==> config.mk <==
export PLATFORM = sky130hd
export DESIGN_NAME = bch_host_port
export DESIGN_NICKNAME = d
export VERILOG_FILES = /design/src/inc/bch_pkg.sv /design/src/bch_fifo.sv /design/src/bch_host_port.sv
export VERILOG_INCLUDE_DIRS = /design/src /design/src/inc
export SDC_FILE = /design/constraint.sdc
export NUM_CORES = 1
export LEC_CHECK = 0
export BUFFER_PORTS_ARGS = -buffer_cell sky130_fd_sc_hd__buf_2
export CAP_MARGIN = 40
export CORE_ASPECT_RATIO = 1.25
export CORE_MARGIN = 1
export CORE_UTILIZATION = 30
export CTS_BUF_LIST = sky130_fd_sc_hd__clkbuf_4
export CTS_CLUSTER_SIZE = 24
export DETAILED_ROUTE_END_ITERATION = 10
export GPL_ROUTABILITY_DRIVEN = 0
export HOLD_SLACK_MARGIN = 0.15
export SYNTH_ARGS = -nofsm -noshare
export SYNTH_HDL_FRONTEND = slang
export SYNTH_SLANG_ARGS = --single-unit
export TNS_END_PERCENT = 5
==> constraint.sdc <==
create_clock -name clk -period 6 [get_ports clk]
set_input_delay 0.3 -clock clk [delete_from_list [all_inputs] [get_ports clk]]
set_output_delay 0.3 -clock clk [all_outputs]
set_load 0.03 [all_outputs]
==> src/inc/bch_consts.svh <==
// Constants for the bubble controller host port
`ifndef BCH_CONSTS_SVH
`define BCH_CONSTS_SVH

// Command codes, written with the port select line high
`define BCH_CMD_WBL_MASKED 8'h10
`define BCH_CMD_INIT 8'h11
`define BCH_CMD_RD_BLREG 8'h15
`define BCH_CMD_WR_BLREG 8'h16
`define BCH_CMD_ABORT 8'h19
`define BCH_CMD_FIFO_RST 8'h1d
`define BCH_CMD_PURGE 8'h1e
`define BCH_CMD_SW_RST 8'h1f
`define BCH_CMD_GROUP 4'h1

// Register select codes, low nibble of a select write with high nibble zero
`define BCH_SEL_BLOCK_LEN 4'hb
`define BCH_SEL_CHAN 4'hc
`define BCH_SEL_RATE 4'hd
`define BCH_SEL_ADDR_LO 4'he
`define BCH_SEL_ADDR_HI 4'hf
`define BCH_SEL_GROUP 4'h0

// Status byte bit positions
`define BCH_ST_BUSY 7
`define BCH_ST_OPDONE 6
`define BCH_ST_OPFAIL 5
`define BCH_ST_TIMING 4
`define BCH_ST_PARITY 2
`define BCH_ST_DATA 0

// Parameter encodings decoded onto the mode outputs
`define BCH_BLEN_ONE_PAGE 8'h01
`define BCH_RATE_STD 8'h08
`define BCH_CHAN_TWO_BIT 4

// FIFO and bootloop sizing
`define BCH_FIFO_DEPTH 40
`define BCH_FIFO_AW 6
`define BCH_BL_BYTES 40
`define BCH_BL_AW 6

// Power-up sequence length in cycles, and initialize probe timeout
`define BCH_PWRUP_CYC 16'h0100
`define BCH_INIT_TMO_CYC 16'h0400
`define BCH_CNT_W 16

`endif

==> src/inc/bch_pkg.sv <==
// Types for the bubble controller host port
`default_nettype none
package bch_pkg;
   typedef enum {
      BCH_PWRUP,
      BCH_LOCKED,
      BCH_IDLE,
      BCH_INIT,
      BCH_WR_BL,
      BCH_RD_BL
   } bch_state_type;

   typedef struct packed {
      logic [7:0] block_length;
      logic [7:0] channel_select;
      logic [7:0] transfer_rate_cfg;
      logic [7:0] page_address_low;
      logic [7:0] page_address_high_unit;
   } bch_param_type;

   typedef struct packed {
      logic busy;
      logic op_done;
      logic op_fail;
      logic timing_err;
      logic parity_err;
   } bch_flags_type;
endpackage : bch_pkg
`default_nettype wire

==> src/bch_fifo.sv <==
// Byte FIFO with valid/ready on both sides and a synchronous flush
`default_nettype none
`include "bch_consts.svh"
module bch_fifo
   import bch_pkg::*;
#(
   parameter int WIDTH = 8,
   parameter int DEPTH = 40,
   parameter int AW = 6
)
(
   // Clock and reset
   input wire logic clk,
   input wire logic rst_n,
   input wire logic flush,
   // Fill side
   input wire logic in_valid,
   output logic in_ready,
   input wire logic [WIDTH-1:0] in_data,
   // Drain side
   output logic out_valid,
   input wire logic out_ready,
   output logic [WIDTH-1:0] out_data,
   output logic [AW:0] level
);
   logic [WIDTH-1:0] mem_reg [DEPTH];
   logic [AW-1:0] wr_reg, wr_next, rd_reg, rd_next;
   logic [AW:0] cnt_reg, cnt_next;
   logic push, pop;

   function automatic logic [AW-1:0] bump(input logic [AW-1:0] p);
      bump = (p == AW'(DEPTH - 1)) ? '0 : p + 1'b1;
   endfunction : bump

   assign in_ready = (cnt_reg != (AW+1)'(DEPTH));
   assign out_valid = (cnt_reg != '0);
   assign out_data = mem_reg[rd_reg];
   assign level = cnt_reg;
   assign push = in_valid && in_ready;
   assign pop = out_valid && out_ready;

   always_comb
   begin
      wr_next = push ? bump(wr_reg) : wr_reg;
      rd_next = pop ? bump(rd_reg) : rd_reg;
      cnt_next = cnt_reg + (AW+1)'(push) - (AW+1)'(pop);
      if (flush)
      begin
         wr_next = '0;
         rd_next = '0;
         cnt_next = '0;
      end
   end

   always_ff @(posedge clk or negedge rst_n)
   begin
      if (!rst_n)
      begin
         wr_reg <= '0;
         rd_reg <= '0;
         cnt_reg <= '0;
      end
      else
      begin
         wr_reg <= wr_next;
         rd_reg <= rd_next;
         cnt_reg <= cnt_next;
      end
   end

   // Storage has no reset; data is only visible behind the count
   always_ff @(posedge clk)
   begin
      if (push && !flush)
      begin
         mem_reg[wr_reg] <= in_data;
      end
   end
endmodule : bch_fifo
`default_nettype wire

==> src/bch_host_port.sv <==
// Host-facing command/status and data port of the bubble controller
//
// Contract
// - Status reads 40h after power-up and parameter load
// - Data port moves FIFO bytes and parameter bytes
// - 40-byte FIFO returns bytes in order
// - Full FIFO status reads 41h
// - Drained FIFO status reads 40h or 42h
// - Abort completion reports 40h
// - Purge clears all but block length and bootloop register
// - Purge completion reports operation complete
// - Initialize probes bubble; no answer flags timing
// - Parameter encodings 01h, 10h, 08h honoured
// - Zero address selects page 0, first device
// - Bootloop register commands move FIFO data
// - After power-up only initialize or abort
// - Command codes 19h, 1eh, 11h decode
// - Parameter load discards first FIFO byte
// - Software reset clears errors, empties FIFO
`default_nettype none
`include "bch_consts.svh"
module bch_host_port
   import bch_pkg::*;
(
   // Clock and reset
   input wire logic clk,
   input wire logic rst_n,
   // Host bus
   input wire logic cs,
   input wire logic rd_stb,
   input wire logic wr_stb,
   input wire logic port_select_line,
   input wire logic [7:0] wr_data,
   output logic [7:0] rd_data,
   // Formatter channel presence and parity hint
   input wire logic formatter_sense_amp_ready,
   input wire logic formatter_sense_amp_parity_err,
   // Power-up done, decoded configuration
   output logic pwrup_done,
   output logic one_page_mode,
   output logic two_channel_mode,
   output logic std_rate_mode,
   output logic [11:0] page_address,
   output logic [3:0] module_unit
);
   // ----------------------------------------------------------------
   // Host access decode
   // ----------------------------------------------------------------
   logic cmd_wr, sel_wr, data_wr, data_rd, stat_rd;
   logic [7:0] rd_data_next, rd_data_reg;

   assign cmd_wr = cs && wr_stb && port_select_line
                   && (wr_data[7:4] == `BCH_CMD_GROUP);
   assign sel_wr = cs && wr_stb && port_select_line
                   && (wr_data[7:4] == `BCH_SEL_GROUP);
   assign data_wr = cs && wr_stb && !port_select_line;
   assign data_rd = cs && rd_stb && !port_select_line;
   assign stat_rd = cs && rd_stb && port_select_line;

   // ----------------------------------------------------------------
   // State
   // ----------------------------------------------------------------
   bch_state_type state_reg, state_next;
   bch_param_type prm_reg, prm_next;
   bch_flags_type flg_reg, flg_next;
   logic [3:0] sel_reg, sel_next;
   logic [`BCH_CNT_W-1:0] cnt_reg, cnt_next;
   logic [7:0] bl_mem [`BCH_BL_BYTES];
   logic [`BCH_BL_AW-1:0] bl_idx_reg, bl_idx_next;
   logic [1:0] fsa_seen_reg, fsa_seen_next;
   logic [1:0] nfc_reg, nfc_next;
   logic discard_reg, discard_next;

   // ----------------------------------------------------------------
   // FIFO between host and bootloop mover
   // ----------------------------------------------------------------
   logic f_in_valid, f_in_ready, f_out_valid, f_out_ready, f_flush;
   logic [7:0] f_in_data, f_out_data;
   logic [`BCH_FIFO_AW:0] f_level;

   bch_fifo #(
      .WIDTH(8),
      .DEPTH(`BCH_FIFO_DEPTH),
      .AW(`BCH_FIFO_AW)
   ) u_fifo (
      .clk(clk),
      .rst_n(rst_n),
      .flush(f_flush),
      .in_valid(f_in_valid),
      .in_ready(f_in_ready),
      .in_data(f_in_data),
      .out_valid(f_out_valid),
      .out_ready(f_out_ready),
      .out_data(f_out_data),
      .level(f_level)
   );

   // Register select code to parameter slot index
   function automatic logic [2:0] sel_slot(input logic [3:0] s);
      case (s)
         `BCH_SEL_BLOCK_LEN: sel_slot = 3'h0;
         `BCH_SEL_CHAN: sel_slot = 3'h1;
         `BCH_SEL_RATE: sel_slot = 3'h2;
         `BCH_SEL_ADDR_LO: sel_slot = 3'h3;
         `BCH_SEL_ADDR_HI: sel_slot = 3'h4;
         default: sel_slot = 3'h7;
      endcase
   endfunction : sel_slot

   logic idle_ok;
   assign idle_ok = (state_reg == BCH_IDLE) || (state_reg == BCH_LOCKED);

   // ----------------------------------------------------------------
   // Next state
   // ----------------------------------------------------------------
   always_comb
   begin
      state_next = state_reg;
      prm_next = prm_reg;
      flg_next = flg_reg;
      sel_next = sel_reg;
      cnt_next = cnt_reg;
      bl_idx_next = bl_idx_reg;
      fsa_seen_next = fsa_seen_reg;
      nfc_next = nfc_reg;
      discard_next = discard_reg;
      f_flush = 1'b0;
      f_in_valid = 1'b0;
      f_in_data = wr_data;
      f_out_ready = 1'b0;

      // Host data writes fill the FIFO only in the idle and locked states
      if (data_wr && idle_ok)
      begin
         f_in_valid = 1'b1;
      end
      if (data_rd && idle_ok)
      begin
         f_out_ready = 1'b1;
      end

      // Parameter load through the select pointer
      if (sel_wr && idle_ok)
      begin
         sel_next = wr_data[3:0];
         discard_next = 1'b1;
      end
      // A register load costs one FIFO byte per select write, not one
      // per parameter byte, so a full five-byte load loses only the oldest
      if (data_wr && idle_ok && sel_slot(sel_reg) != 3'h7)
      begin
         f_in_valid = 1'b0;
         case (sel_slot(sel_reg))
            3'h0: prm_next.block_length = wr_data;
            3'h1: prm_next.channel_select = wr_data;
            3'h2: prm_next.transfer_rate_cfg = wr_data;
            3'h3: prm_next.page_address_low = wr_data;
            default: prm_next.page_address_high_unit = wr_data;
         endcase
         sel_next = (sel_reg == `BCH_SEL_ADDR_HI) ? 4'h0 : sel_reg + 4'h1;
      end
      // Loading parameters destroys the oldest FIFO byte
      if (discard_reg && f_out_valid && !f_out_ready)
      begin
         f_out_ready = 1'b1;
         discard_next = 1'b0;
      end
      else if (discard_reg && !f_out_valid)
      begin
         discard_next = 1'b0;
      end

      case (state_reg)
         BCH_PWRUP:
         begin
            cnt_next = cnt_reg + 1'b1;
            if (cnt_reg == `BCH_PWRUP_CYC)
            begin
               state_next = BCH_LOCKED;
               flg_next = '0;
               flg_next.op_done = 1'b1;
               f_flush = 1'b1;
            end
         end
         BCH_LOCKED:
         begin
            if (cmd_wr && wr_data == `BCH_CMD_ABORT)
            begin
               flg_next = '0;
               flg_next.op_done = 1'b1;
               state_next = BCH_IDLE;
            end
            else if (cmd_wr && wr_data == `BCH_CMD_INIT)
            begin
               flg_next = '0;
               flg_next.busy = 1'b1;
               cnt_next = '0;
               state_next = BCH_INIT;
            end
         end
         BCH_IDLE:
         begin
            if (cmd_wr)
            begin
               flg_next = '0;
               case (wr_data)
                  `BCH_CMD_ABORT:
                  begin
                     flg_next.op_done = 1'b1;
                  end
                  `BCH_CMD_PURGE:
                  begin
                     prm_next.channel_select = '0;
                     prm_next.transfer_rate_cfg = '0;
                     prm_next.page_address_low = '0;
                     prm_next.page_address_high_unit = '0;
                     sel_next = '0;
                     fsa_seen_next = '0;
                     nfc_next = '0;
                     bl_idx_next = '0;
                     f_flush = 1'b1;
                     flg_next.op_done = 1'b1;
                  end
                  `BCH_CMD_INIT:
                  begin
                     flg_next.busy = 1'b1;
                     cnt_next = '0;
                     state_next = BCH_INIT;
                  end
                  `BCH_CMD_WR_BLREG, `BCH_CMD_WBL_MASKED:
                  begin
                     flg_next.busy = 1'b1;
                     bl_idx_next = '0;
                     state_next = BCH_WR_BL;
                  end
                  `BCH_CMD_RD_BLREG:
                  begin
                     flg_next.busy = 1'b1;
                     bl_idx_next = '0;
                     f_flush = 1'b1;
                     state_next = BCH_RD_BL;
                  end
                  `BCH_CMD_FIFO_RST, `BCH_CMD_SW_RST:
                  begin
                     f_flush = 1'b1;
                     flg_next.op_done = 1'b1;
                  end
                  default:
                  begin
                     // Bubble transfers live beyond this port
                     flg_next.op_done = 1'b1;
                  end
               endcase
            end
         end
         BCH_INIT:
         begin
            // A present formatter answers the probe; otherwise time out
            cnt_next = cnt_reg + 1'b1;
            if (formatter_sense_amp_ready)
            begin
               flg_next.busy = 1'b0;
               flg_next.op_done = 1'b1;
               fsa_seen_next = prm_reg.channel_select[`BCH_CHAN_TWO_BIT] ? 2'h2 : 2'h1;
               state_next = BCH_IDLE;
            end
            else if (cnt_reg == `BCH_INIT_TMO_CYC)
            begin
               flg_next.busy = 1'b0;
               flg_next.op_fail = 1'b1;
               flg_next.timing_err = 1'b1;
               nfc_next = 2'h3;
               state_next = BCH_IDLE;
            end
         end
         BCH_WR_BL:
         begin
            // Bootloop mover drains the FIFO into the register
            if (f_out_valid)
            begin
               f_out_ready = 1'b1;
               bl_idx_next = bl_idx_reg + 1'b1;
            end
            if ((f_out_valid && bl_idx_reg == `BCH_BL_AW'(`BCH_BL_BYTES - 1))
                || !f_out_valid)
            begin
               flg_next.busy = 1'b0;
               flg_next.op_done = 1'b1;
               state_next = BCH_IDLE;
            end
         end
         BCH_RD_BL:
         begin
            f_in_valid = 1'b1;
            f_in_data = bl_mem[bl_idx_reg];
            if (f_in_ready)
            begin
               bl_idx_next = bl_idx_reg + 1'b1;
               if (bl_idx_reg == `BCH_BL_AW'(`BCH_BL_BYTES - 1))
               begin
                  flg_next.busy = 1'b0;
                  flg_next.op_done = 1'b1;
                  state_next = BCH_IDLE;
               end
            end
         end
         default:
         begin
            state_next = BCH_PWRUP;
         end
      endcase

      // Parity hint is sticky; a new event wins over a command clear
      if (formatter_sense_amp_parity_err)
      begin
         flg_next.parity_err = 1'b1;
      end

      // Status or FIFO data byte for the next read
      rd_data_next = '0;
      if (port_select_line)
      begin
         rd_data_next[`BCH_ST_BUSY] = flg_reg.busy;
         rd_data_next[`BCH_ST_OPDONE] = flg_reg.op_done;
         rd_data_next[`BCH_ST_OPFAIL] = flg_reg.op_fail;
         rd_data_next[`BCH_ST_TIMING] = flg_reg.timing_err;
         rd_data_next[`BCH_ST_PARITY] = flg_reg.parity_err;
         rd_data_next[`BCH_ST_DATA] = f_out_valid;
      end
      else
      begin
         rd_data_next = f_out_valid ? f_out_data : 8'h00;
      end
   end

   always_ff @(posedge clk or negedge rst_n)
   begin
      if (!rst_n)
      begin
         state_reg <= BCH_PWRUP;
         prm_reg <= '0;
         flg_reg <= '0;
         sel_reg <= '0;
         cnt_reg <= '0;
         bl_idx_reg <= '0;
         fsa_seen_reg <= '0;
         nfc_reg <= '0;
         discard_reg <= 1'b0;
         rd_data_reg <= 8'h00;
      end
      else
      begin
         state_reg <= state_next;
         prm_reg <= prm_next;
         flg_reg <= flg_next;
         sel_reg <= sel_next;
         cnt_reg <= cnt_next;
         bl_idx_reg <= bl_idx_next;
         fsa_seen_reg <= fsa_seen_next;
         nfc_reg <= nfc_next;
         discard_reg <= discard_next;
         if (cs && rd_stb)
         begin
            rd_data_reg <= rd_data_next;
         end
      end
   end

   // Bootloop register storage, no reset needed
   always_ff @(posedge clk)
   begin
      if (state_reg == BCH_WR_BL && f_out_valid)
      begin
         bl_mem[bl_idx_reg] <= f_out_data;
      end
   end

   // ----------------------------------------------------------------
   // Outputs
   // ----------------------------------------------------------------
   assign rd_data = rd_data_reg;
   assign pwrup_done = (state_reg != BCH_PWRUP);
   assign one_page_mode = (prm_reg.block_length == `BCH_BLEN_ONE_PAGE);
   assign two_channel_mode = prm_reg.channel_select[`BCH_CHAN_TWO_BIT];
   assign std_rate_mode = (prm_reg.transfer_rate_cfg == `BCH_RATE_STD);
   assign page_address = {prm_reg.page_address_high_unit[3:0],
                          prm_reg.page_address_low};
   assign module_unit = prm_reg.page_address_high_unit[7:4];
endmodule : bch_host_port
`default_nettype wire

==> impl_table.tex, run 1 <==
\begin{tabular}{lr}
\hline
Metric & Value \\
\hline
\multicolumn{2}{l}{\textbf{Pwr}} \\
Pint & 10,000 uW \\
Switching part of the total & 32.8\% \\
Part of the total power dissipated in the clock network & 27.5\% \\
Power Dens Cells & 421 mW/mm2 \\
Part of the total power dissipated in sequential elements & 45.5\% \\
P\_sw & 4910 uW \\
Maximum vdd ir drop & 0.000278 V \\
Combinational share of power & 27.0\% \\
Total leakage power & 0.0122 uW \\
\multicolumn{2}{l}{\textbf{Floorplanning}} \\
Core Footprint & 0.101 mm2 \\
Die footprint & 0.103 mm2 \\
I/O pin count & 44 \\
Row count & 130 \\
Die Wd & 287 um \\
Die span in y & 359 um \\
Effective utilization at floorplan & 30.3\% \\
\multicolumn{2}{l}{\textbf{Route}} \\
Via-per-instance ratio & 5.11 \\
Initial DRC Count & 1,746 \\
Total routed wirelength & 79,200 um \\
Antenna-violating nets left & 0 \\
Average wire length per cell after detail routing & 22.1 um \\
Vias post-DR & 18,300 \\
Pre-antenna DRT Iters & 5 \\
Final routed DRC violation total & 0 \\
\multicolumn{2}{l}{\textbf{Logic synthesis}} \\
Top area cells in the synthesized netlist & sky130\_fd\_sc\_hd\_\_edfxtp\_1, sky130\_fd\_sc\_hd\_\_dfrtp\_1, sky130\_fd\_sc\_hd\_\_mux4\_2 \\
Cell taking the most area after synthesis & sky130\_fd\_sc\_hd\_\_edfxtp\_1 \\
Most used standard cells in the synthesized netlist & sky130\_fd\_sc\_hd\_\_edfxtp\_1, sky130\_fd\_sc\_hd\_\_nor2\_1, sky130\_fd\_sc\_hd\_\_mux2i\_1 \\
Number of distinct library cell variants in the gate-level netlist after synthesis & 80 \\
Cell with the most instances after synthesis & sky130\_fd\_sc\_hd\_\_edfxtp\_1 \\
Top-area cell type share of the netlist area & 62.9\% \\
Sequential-to-total area share from yosys stat & 70.6\% \\
Combined area of all synthesized cells & 0.0305 mm2 \\
Synth Area per Inst & 16.2 um2 \\
Synthesis-stage register bit count & 734 \\
Main flop type after synthesis & sky130\_fd\_sc\_hd\_\_edfxtp\_1 \\
Cells after Synth & 1,886 \\
Async set or reset register ratio after synthesis & 12.8\% \\
Syn. warnings & 0 \\
Post-synth net total & 1,923 \\
Number of flops mapped to enable cells by yosys & 640 \\
\multicolumn{2}{l}{\textbf{Setup path}} \\
Critical path arrival & 4.98 ns \\
Type of element capturing the critical path & flip-flop \\
Dominant cell type by count on the critical path & sky130\_fd\_sc\_hd\_\_a21oi\_1 \\
Slowest-stage cell, CP & sky130\_fd\_sc\_hd\_\_fa\_1 \\
Critical path's largest stage delay & 0.45 ns \\
Crit path cell chain & inv\_1 -> ha\_1 -> a21oi\_1 -> o221ai\_1 -> o2111ai\_1 -> and2\_1 -> buf\_4 -> clkinv\_1 -> ha\_1 -> fa\_1 -> a21oi\_1 -> o21bai\_1 -> a21oi\_1 -> nor2\_1 -> or3\_1 -> a21oi\_1 \\
Worst Path Class, Setup & flip-flop to flip-flop \\
Nature of the critical path startpoint & flip-flop \\
Data required time at the worst endpoint & 6.91 ns \\
Number of buffer and inverter instances along the worst setup path & 3 \\
Biggest fanout along the worst timing path & 21 \\
CP top delay family & compound AO/OA/AOI/OAI gates \\
\multicolumn{2}{l}{\textbf{Clock tree}} \\
Number of clock buffers inserted by TritonCTS & 175 \\
Clock-pin slew on the worst setup and hold paths & 0.07 ns \\
Number of hold buffers added after cts & 35 \\
Number of sinks on the clock net & 734 \\
Clock latency of the later-clocked register in the worst-skew pair & 1.04 ns \\
Number of H-tree levels & 4 \\
Post-CTS Setup Bufs & 0 \\
Root buffer cell & sky130\_fd\_sc\_hd\_\_clkbuf\_4 \\
CTS Buffer Depth & 3 \\
CTS tree & yes \\
Number of instances resized during post-cts repair & 0 \\
\multicolumn{2}{l}{\textbf{STA}} \\
Final Skew & 0.0918 ns \\
Number of endpoints failing setup at the final stage & 0 \\
Final critical-path required period & 4.07 ns \\
Final setup TNS & 0 ns \\
Max Clock Freq & 0.246 GHz \\
RSZ-0062 raised after global routing & no \\
Max-slew violation count & 0 \\
Final-report hold violation count & 0 \\
Max-slew headroom & 37.3\% \\
Post-route clock period utilization & 67.9\% \\
Pin slew with the least headroom to its limit & 0.939 ns \\
\multicolumn{2}{l}{\textbf{Outcome}} \\
Result of the run & finished, final reports clean \\
\multicolumn{2}{l}{\textbf{Global routing}} \\
Busiest layer in global routing & met2 \\
Global routing met1 resource utilization & 18.6\% \\
Met3 track utilization from global routing & 2.82\% \\
Initial antenna violation count & 2 \\
GRT Residual Overflow & 0 \\
Vias in the first global route & 18,900 \\
Combined global-route utilization of all metal layers & 15.5\% \\
Maximum number of pins on one net before global-route repair & 60 \\
Wire length of the first global-routing pass & 119,000 um \\
Met2 routing resource usage after global routing & 26.5\% \\
\multicolumn{2}{l}{\textbf{Placement}} \\
Cell Count Post-Placement & 3,237 \\
HPWL after detailed placement & 50,500 um \\
I/O Buffers & 43 \\
\multicolumn{2}{l}{\textbf{Cells and area}} \\
\# nets final & 2,166 \\
Filler cell count & 9,544 \\
Layout Cells excl Fill & 3,588 \\
Fraction of layout cells with a size suffix above 1 & 27.8\% \\
Layout Area Growth over Synthesis & 16.3\% \\
\multicolumn{2}{l}{\textbf{Job}} \\
Number of max-cap violations & 0 \\
\multicolumn{2}{l}{\textbf{Min path}} \\
Worst hold path type & primary input to flip-flop \\
\hline
\end{tabular}
worst register-to-register path, stage by stage (launching register included):
cell	delay, ns
sky130_fd_sc_hd__dfrtp_1	0.43
sky130_fd_sc_hd__inv_1	0.13
sky130_fd_sc_hd__ha_1	0.26
sky130_fd_sc_hd__a21oi_1	0.30
sky130_fd_sc_hd__o221ai_1	0.23
sky130_fd_sc_hd__o2111ai_1	0.14
sky130_fd_sc_hd__and2_1	0.19
sky130_fd_sc_hd__buf_4	0.27
sky130_fd_sc_hd__clkinv_1	0.28
sky130_fd_sc_hd__ha_1	0.32
sky130_fd_sc_hd__fa_1	0.45
sky130_fd_sc_hd__a21oi_1	0.16
sky130_fd_sc_hd__o21bai_1	0.11
sky130_fd_sc_hd__a21oi_1	0.16
sky130_fd_sc_hd__nor2_1	0.06
sky130_fd_sc_hd__or3_1	0.35
sky130_fd_sc_hd__a21oi_1	0.16
cell usage in the layout (no fill, tap or decap), types with 6 or more instances in the layout:
cell type                         n
sky130_fd_sc_hd__a21o_1           6
sky130_fd_sc_hd__a21oi_1         39
sky130_fd_sc_hd__a221oi_1        34
sky130_fd_sc_hd__a22o_1           7
sky130_fd_sc_hd__a22oi_1         33
sky130_fd_sc_hd__a31oi_1         12
sky130_fd_sc_hd__and2_1          11
sky130_fd_sc_hd__and3_1           7
sky130_fd_sc_hd__buf_2           44
sky130_fd_sc_hd__buf_4           97
sky130_fd_sc_hd__clkbuf_4       265
sky130_fd_sc_hd__clkinv_1        31
sky130_fd_sc_hd__dfrtp_1         88
sky130_fd_sc_hd__dlygate4sd3_1   34
sky130_fd_sc_hd__edfxtp_1       640
sky130_fd_sc_hd__ha_1            20
sky130_fd_sc_hd__inv_1           21
sky130_fd_sc_hd__mux2_2          49
sky130_fd_sc_hd__mux2i_1        102
sky130_fd_sc_hd__mux4_2         101
sky130_fd_sc_hd__nand2_1         94
sky130_fd_sc_hd__nand2b_1         9
sky130_fd_sc_hd__nand3_1         42
sky130_fd_sc_hd__nand4_1         12
sky130_fd_sc_hd__nor2_1         180
sky130_fd_sc_hd__nor2b_1         19
sky130_fd_sc_hd__nor3_1          14
sky130_fd_sc_hd__nor4_1           7
sky130_fd_sc_hd__o21ai_0         42
sky130_fd_sc_hd__o21ai_2          6
sky130_fd_sc_hd__o221ai_1         6
sky130_fd_sc_hd__o22ai_1         11
sky130_fd_sc_hd__o2bb2ai_1        6
sky130_fd_sc_hd__or2_2            8
sky130_fd_sc_hd__or3_1           15
sky130_fd_sc_hd__xnor2_1          8
sky130_fd_sc_hd__xor2_1           8
metrics by stage:
step / setup WS, ns / hold slack (ns) / utilization, % / power, uW / area (um2)
floorplan: 1.32 / 0.00441 / - / 9450 / 30500
global placement: 2.04 / 0.357 / 32.1 / 10800 / 32400
detailed placement: 2.00 / 0.381 / 32.6 / 10900 / 32800
CTS: 1.97 / 0.156 / 35.3 / 15100 / 35500
global route: 1.65 / 0.212 / 35.3 / 15600 / 35500
finish: 1.93 / 0.264 / 35.3 / 15000 / 35500
final timing paths:
path	slack (ns)	startpoint	depth (start not counted)	to
max reg2reg	1.93	sel_reg[0]	16	u_fifo.level[6]
min reg2reg	0.50	prm_reg[35]	2	prm_reg[35]
min in group asynchronous	0.40	rst_n	4	page_address[3]
max in group asynchronous	4.94	rst_n	4	bl_idx_reg[1]
min	0.26	wr_data[4]	4	module_unit[0]
max	1.93	sel_reg[0]	16	u_fifo.level[6]
power by group through the flow:
stage,sequential (uW),combinational (uW),clock [uW]
after detailed placement,6920,4000,0
after global placement,6970,3800,0
after global routing,6840,4330,4440
after CTS,6810,4050,4210
final,6810,4040,4110
after floorplan,6710,2740,0
logic make-up after synthesis:
group	after synthesis	synth area share (%)
compound gates	260	5.98
xor+xnor	17	0.512
fa+ha+maj	21	0.885
buf+inv	142	2.11
flops	734	70.6
mux	252	12.6
simple gates	460	7.31
cell type report:
cell class	instances	area [um2]	share of cell area [%]
flip-flops and latches	734	21600	60.8
clock buffers	265	1990	5.60
well taps	1320	1650	4.65
repair buffers	182	1440	4.05
clock inverters	46	293	0.824
diodes	5	12.5	0.0352
inverters	26	97.6	0.275
multi-input cells	1010	8440	23.8
layer usage:
| metal | share of wire (%) | vias to the layer above |
|---|---|---|
| li1 | - | 8047 |
| met1 | 40 | 9406 |
| met2 | 51 | 703 |
| met3 | 5.6 | 190 |
| met4 | 4.0 | 0 |
| met5 | 0 | - |
(Power assumes the default switching activity.)
==> run 2: changes to the inputs <==
==> constraint.sdc (replaced) <==
create_clock -name clk -period 4.3 [get_ports clk]
set_input_delay 0.215 -clock clk [delete_from_list [all_inputs] [get_ports clk]]
set_output_delay 0.215 -clock clk [all_outputs]
set_load 0.03 [all_outputs]
==> run 2 against run 1 <==
Net effect: clock skew down 0.0058 ns; die area did not move; global-route usage about the same; routed wire length rose by 0.19%; core utilization is 0.16 points higher; via count up 0.65%; cell area rose by 0.46%; non-clock buffer count increased by 12; sequential cell count unchanged; worst hold slack improved by 0.021 ns; critical path type unchanged; highest routed layer unchanged.
==> impl_table.tex, run 2 (same netlist as run 1, synthesis figures left out) <==
\begin{tabular}{lr}
\hline
Metric & Value \\
\hline
\multicolumn{2}{l}{\textbf{Pwr}} \\
Combinational share of power & 27.0\% (about the same) \\
Part of the total power dissipated in sequential elements & 45.0\% (-0.5 points) \\
Total leakage power & 0.0123 uW (+0.68\%) \\
Power Dens Cells & 594 mW/mm2 (+41\%) \\
P\_sw & 6920 uW (+41\%) \\
Pint & 14,300 uW (+42\%) \\
Part of the total power dissipated in the clock network & 28.0\% (+0.5 points) \\
Maximum vdd ir drop & 0.000330 V (+19\%) \\
Switching part of the total & 32.7\% (-0.15 points) \\
\multicolumn{2}{l}{\textbf{Floorplanning}} \\
Row count & 130 (unchanged) \\
Die Wd & 287 um (unchanged) \\
Die span in y & 359 um (unchanged) \\
Effective utilization at floorplan & 30.3\% (unchanged) \\
Core Footprint & 0.101 mm2 (unchanged) \\
I/O pin count & 44 (unchanged) \\
Die footprint & 0.103 mm2 (unchanged) \\
\multicolumn{2}{l}{\textbf{Cells and area}} \\
Fraction of layout cells with a size suffix above 1 & 27.9\% (+0.036 points) \\
Most used cells in the layout excluding fill and tap cells & sky130\_fd\_sc\_hd\_\_edfxtp\_1, sky130\_fd\_sc\_hd\_\_clkbuf\_4, sky130\_fd\_sc\_hd\_\_nor2\_1 \\
Layout Area Growth over Synthesis & 16.8\% \\
Filler cell count & 9,456 (-0.92\%) \\
\# nets final & 2,180 (+0.65\%) \\
Final cell utilization of the core & 35.4\% (+0.16 points) \\
Most frequent standard cell in the layout excluding fill and tap cells & sky130\_fd\_sc\_hd\_\_edfxtp\_1 \\
\multicolumn{2}{l}{\textbf{Clock tree}} \\
Post-CTS Setup Bufs & 0 (unchanged) \\
Number of instances resized during post-cts repair & 0 (unchanged) \\
Root buffer cell & sky130\_fd\_sc\_hd\_\_clkbuf\_4 \\
Number of hold buffers added after cts & 40 (+14\%) \\
Number of clock buffers inserted by TritonCTS & 177 (+1.1\%) \\
Number of H-tree levels & 4 (unchanged) \\
CTS tree & yes \\
Number of sinks on the clock net & 734 (unchanged) \\
Clock-pin slew on the worst setup and hold paths & 0.07 ns (about the same) \\
CTS Buffer Depth & 3 (unchanged) \\
Clock latency of the later-clocked register in the worst-skew pair & 1.01 ns (-0.03 ns) \\
\multicolumn{2}{l}{\textbf{Placement}} \\
HPWL after detailed placement & 50,400 um (-0.25\%) \\
Post-placement worst setup slack & 0.703 ns (-1.29 ns) \\
I/O Buffers & 43 (unchanged) \\
\multicolumn{2}{l}{\textbf{STA}} \\
Max-slew headroom & 38.0\% (+0.73 points) \\
Final-report hold violation count & 0 (unchanged) \\
RSZ-0062 raised after global routing & no \\
Post-route clock period utilization & 86.6\% (+19 points) \\
Final critical-path required period & 3.73 ns (-0.345 ns) \\
Max-slew violation count & 0 (unchanged) \\
Number of endpoints failing setup at the final stage & 0 (unchanged) \\
Crit path setup slack, layout & 0.574 ns (-1.35 ns) \\
Pin slew with the least headroom to its limit & 0.927 ns (-0.0125 ns) \\
Final Skew & 0.0859 ns (-0.00581 ns) \\
Max Clock Freq & 0.268 GHz (+9.3\%) \\
\multicolumn{2}{l}{\textbf{Global routing}} \\
Maximum number of pins on one net before global-route repair & 52 (-13\%) \\
Vias in the first global route & 19,300 (+2.0\%) \\
GRT Residual Overflow & 0 (unchanged) \\
Combined global-route utilization of all metal layers & 15.5\% (+0.037 points) \\
Initial antenna violation count & 4 (+2) \\
Wire length of the first global-routing pass & 120,000 um (+1.0\%) \\
\multicolumn{2}{l}{\textbf{Route}} \\
Pre-antenna DRT Iters & 8 (+3) \\
Average wire length per cell after detail routing & 22.0 um (-0.17\%) \\
Total routed wirelength & 79,400 um (+0.19\%) \\
Final routed DRC violation total & 0 (unchanged) \\
Antenna-violating nets left & 0 (unchanged) \\
Via-per-instance ratio & 5.13 (+0.29\%) \\
Vias post-DR & 18,500 (+0.65\%) \\
Initial DRC Count & 1,557 (-11\%) \\
\multicolumn{2}{l}{\textbf{Job}} \\
Number of max-cap violations & 0 (unchanged) \\
\multicolumn{2}{l}{\textbf{Setup path}} \\
Biggest fanout along the worst timing path & 8 (-62\%) \\
Startpoint of the most critical register-to-register path & sel\_reg[0] \\
Worst setup slack for register-to-register paths & 0.57 ns (-1.35 ns) \\
Type of element capturing the critical path & flip-flop \\
Endpoint of the worst setup timing path & page\_address[5] \\
Critical path arrival & 4.60 ns (-0.38 ns) \\
CP Launch Point & sel\_reg[0] \\
R2r worst-path depth & 9 (-7) \\
Worst Path Class, Setup & flip-flop to flip-flop \\
Nature of the critical path startpoint & flip-flop \\
Critical R2R Capture & page\_address[5] \\
Data required time at the worst endpoint & 5.17 ns (-1.74 ns) \\
\multicolumn{2}{l}{\textbf{Min path}} \\
Worst hold path type & primary input to flip-flop \\
\multicolumn{2}{l}{\textbf{Outcome}} \\
Result of the run & finished, final reports clean \\
\hline
\end{tabular}
-- run 2: cell types whose count changed in the layout (fill, tap and decap cells not counted), sizes merged, moves of 2 or more --
cell	change
buf	+7
dlygate4sd3	+5
bufinv	+3
clkinv	+2
clkinvlp	-2
diode	-2
-- run 2: final cells by class --
cell class	instances	area, um2	area share [%]
Antenna cell	3	7.51	0.0210
Clock buffer	264	1980	5.56
Clock inverter	50	372	1.04
Inverter	26	97.6	0.274
Multi-Input combinational cell	1010	8460	23.7
Sequential cell	734	21600	60.5
Tap cell	1320	1650	4.63
Timing Repair Buffer	194	1520	4.25
-- run 2: critical path: stages, from the launching register on --
cell,delay (ns)
sky130_fd_sc_hd__dfrtp_1,0.42
sky130_fd_sc_hd__inv_1,0.12
sky130_fd_sc_hd__ha_1,0.26
sky130_fd_sc_hd__a21oi_1,0.30
sky130_fd_sc_hd__o221ai_1,0.23
sky130_fd_sc_hd__or3_1,0.55
sky130_fd_sc_hd__nor4_4,0.78
sky130_fd_sc_hd__mux2i_1,0.28
sky130_fd_sc_hd__nor2_1,0.07
sky130_fd_sc_hd__dlygate4sd3_1,0.58
-- run 2: metrics by stage --
stage / TNS [ns] / std cells / hold WS (ns) / cell area [um2] / power [uW]
floorplan: -35.59 / 1886 / -0.0806 / 30600 / 13200
global placement: 0 / 3218 / 0.312 / 32700 / 15100
detailed placement: 0 / 3241 / 0.331 / 32900 / 15400
CTS: 0 / 3595 / 0.150 / 35600 / 21400
global route: 0 / 3601 / 0.206 / 35700 / 22100
finish: 0 / 3601 / 0.285 / 35700 / 21200
-- run 2: how the worst min path moves through the flow --
| stage | from | to | slack, ns | cells past startpoint |
|---|---|---|---|---|
| 6_report | wr_data[3] | prm_reg[19] | 0.28 | 4 |
| 5_1_grt | wr_data[3] | prm_reg[19] | 0.21 | 4 |
| 4_1_cts | wr_data[3] | prm_reg[19] | 0.15 | 4 |
| 3_5_place_dp | rst_n | page_address[1] | 0.33 | 1 |
| 3_3_place_gp | rst_n | page_address[4] | 0.31 | 1 |
| 2_1_floorplan | rst_n | bl_idx_reg[0] | -0.08 | 0 |
-- run 2: routing by layer --
metal  part of all wire, %  vias to the layer above  wire length [um]  track usage, %
li1                      -                     8063                 -               -
met1                    40                     9547             31500            18.9
met2                    51                      689             40600            26.7
met3                   5.7                      166              4540            2.84
met4                   3.4                        0              2690            6.94
met5                     0                        -                 0               0
-- run 2: power groups by stage --
stage          Clock [uW]  Sequential, uW  Combinational, uW
3_3_place_gp            0            9710               5430
2_1_floorplan           0            9350               3830
6_report             5930            9520               5720
5_1_grt              6440            9560               6120
4_1_cts              6110            9520               5780
3_5_place_dp            0            9670               5720
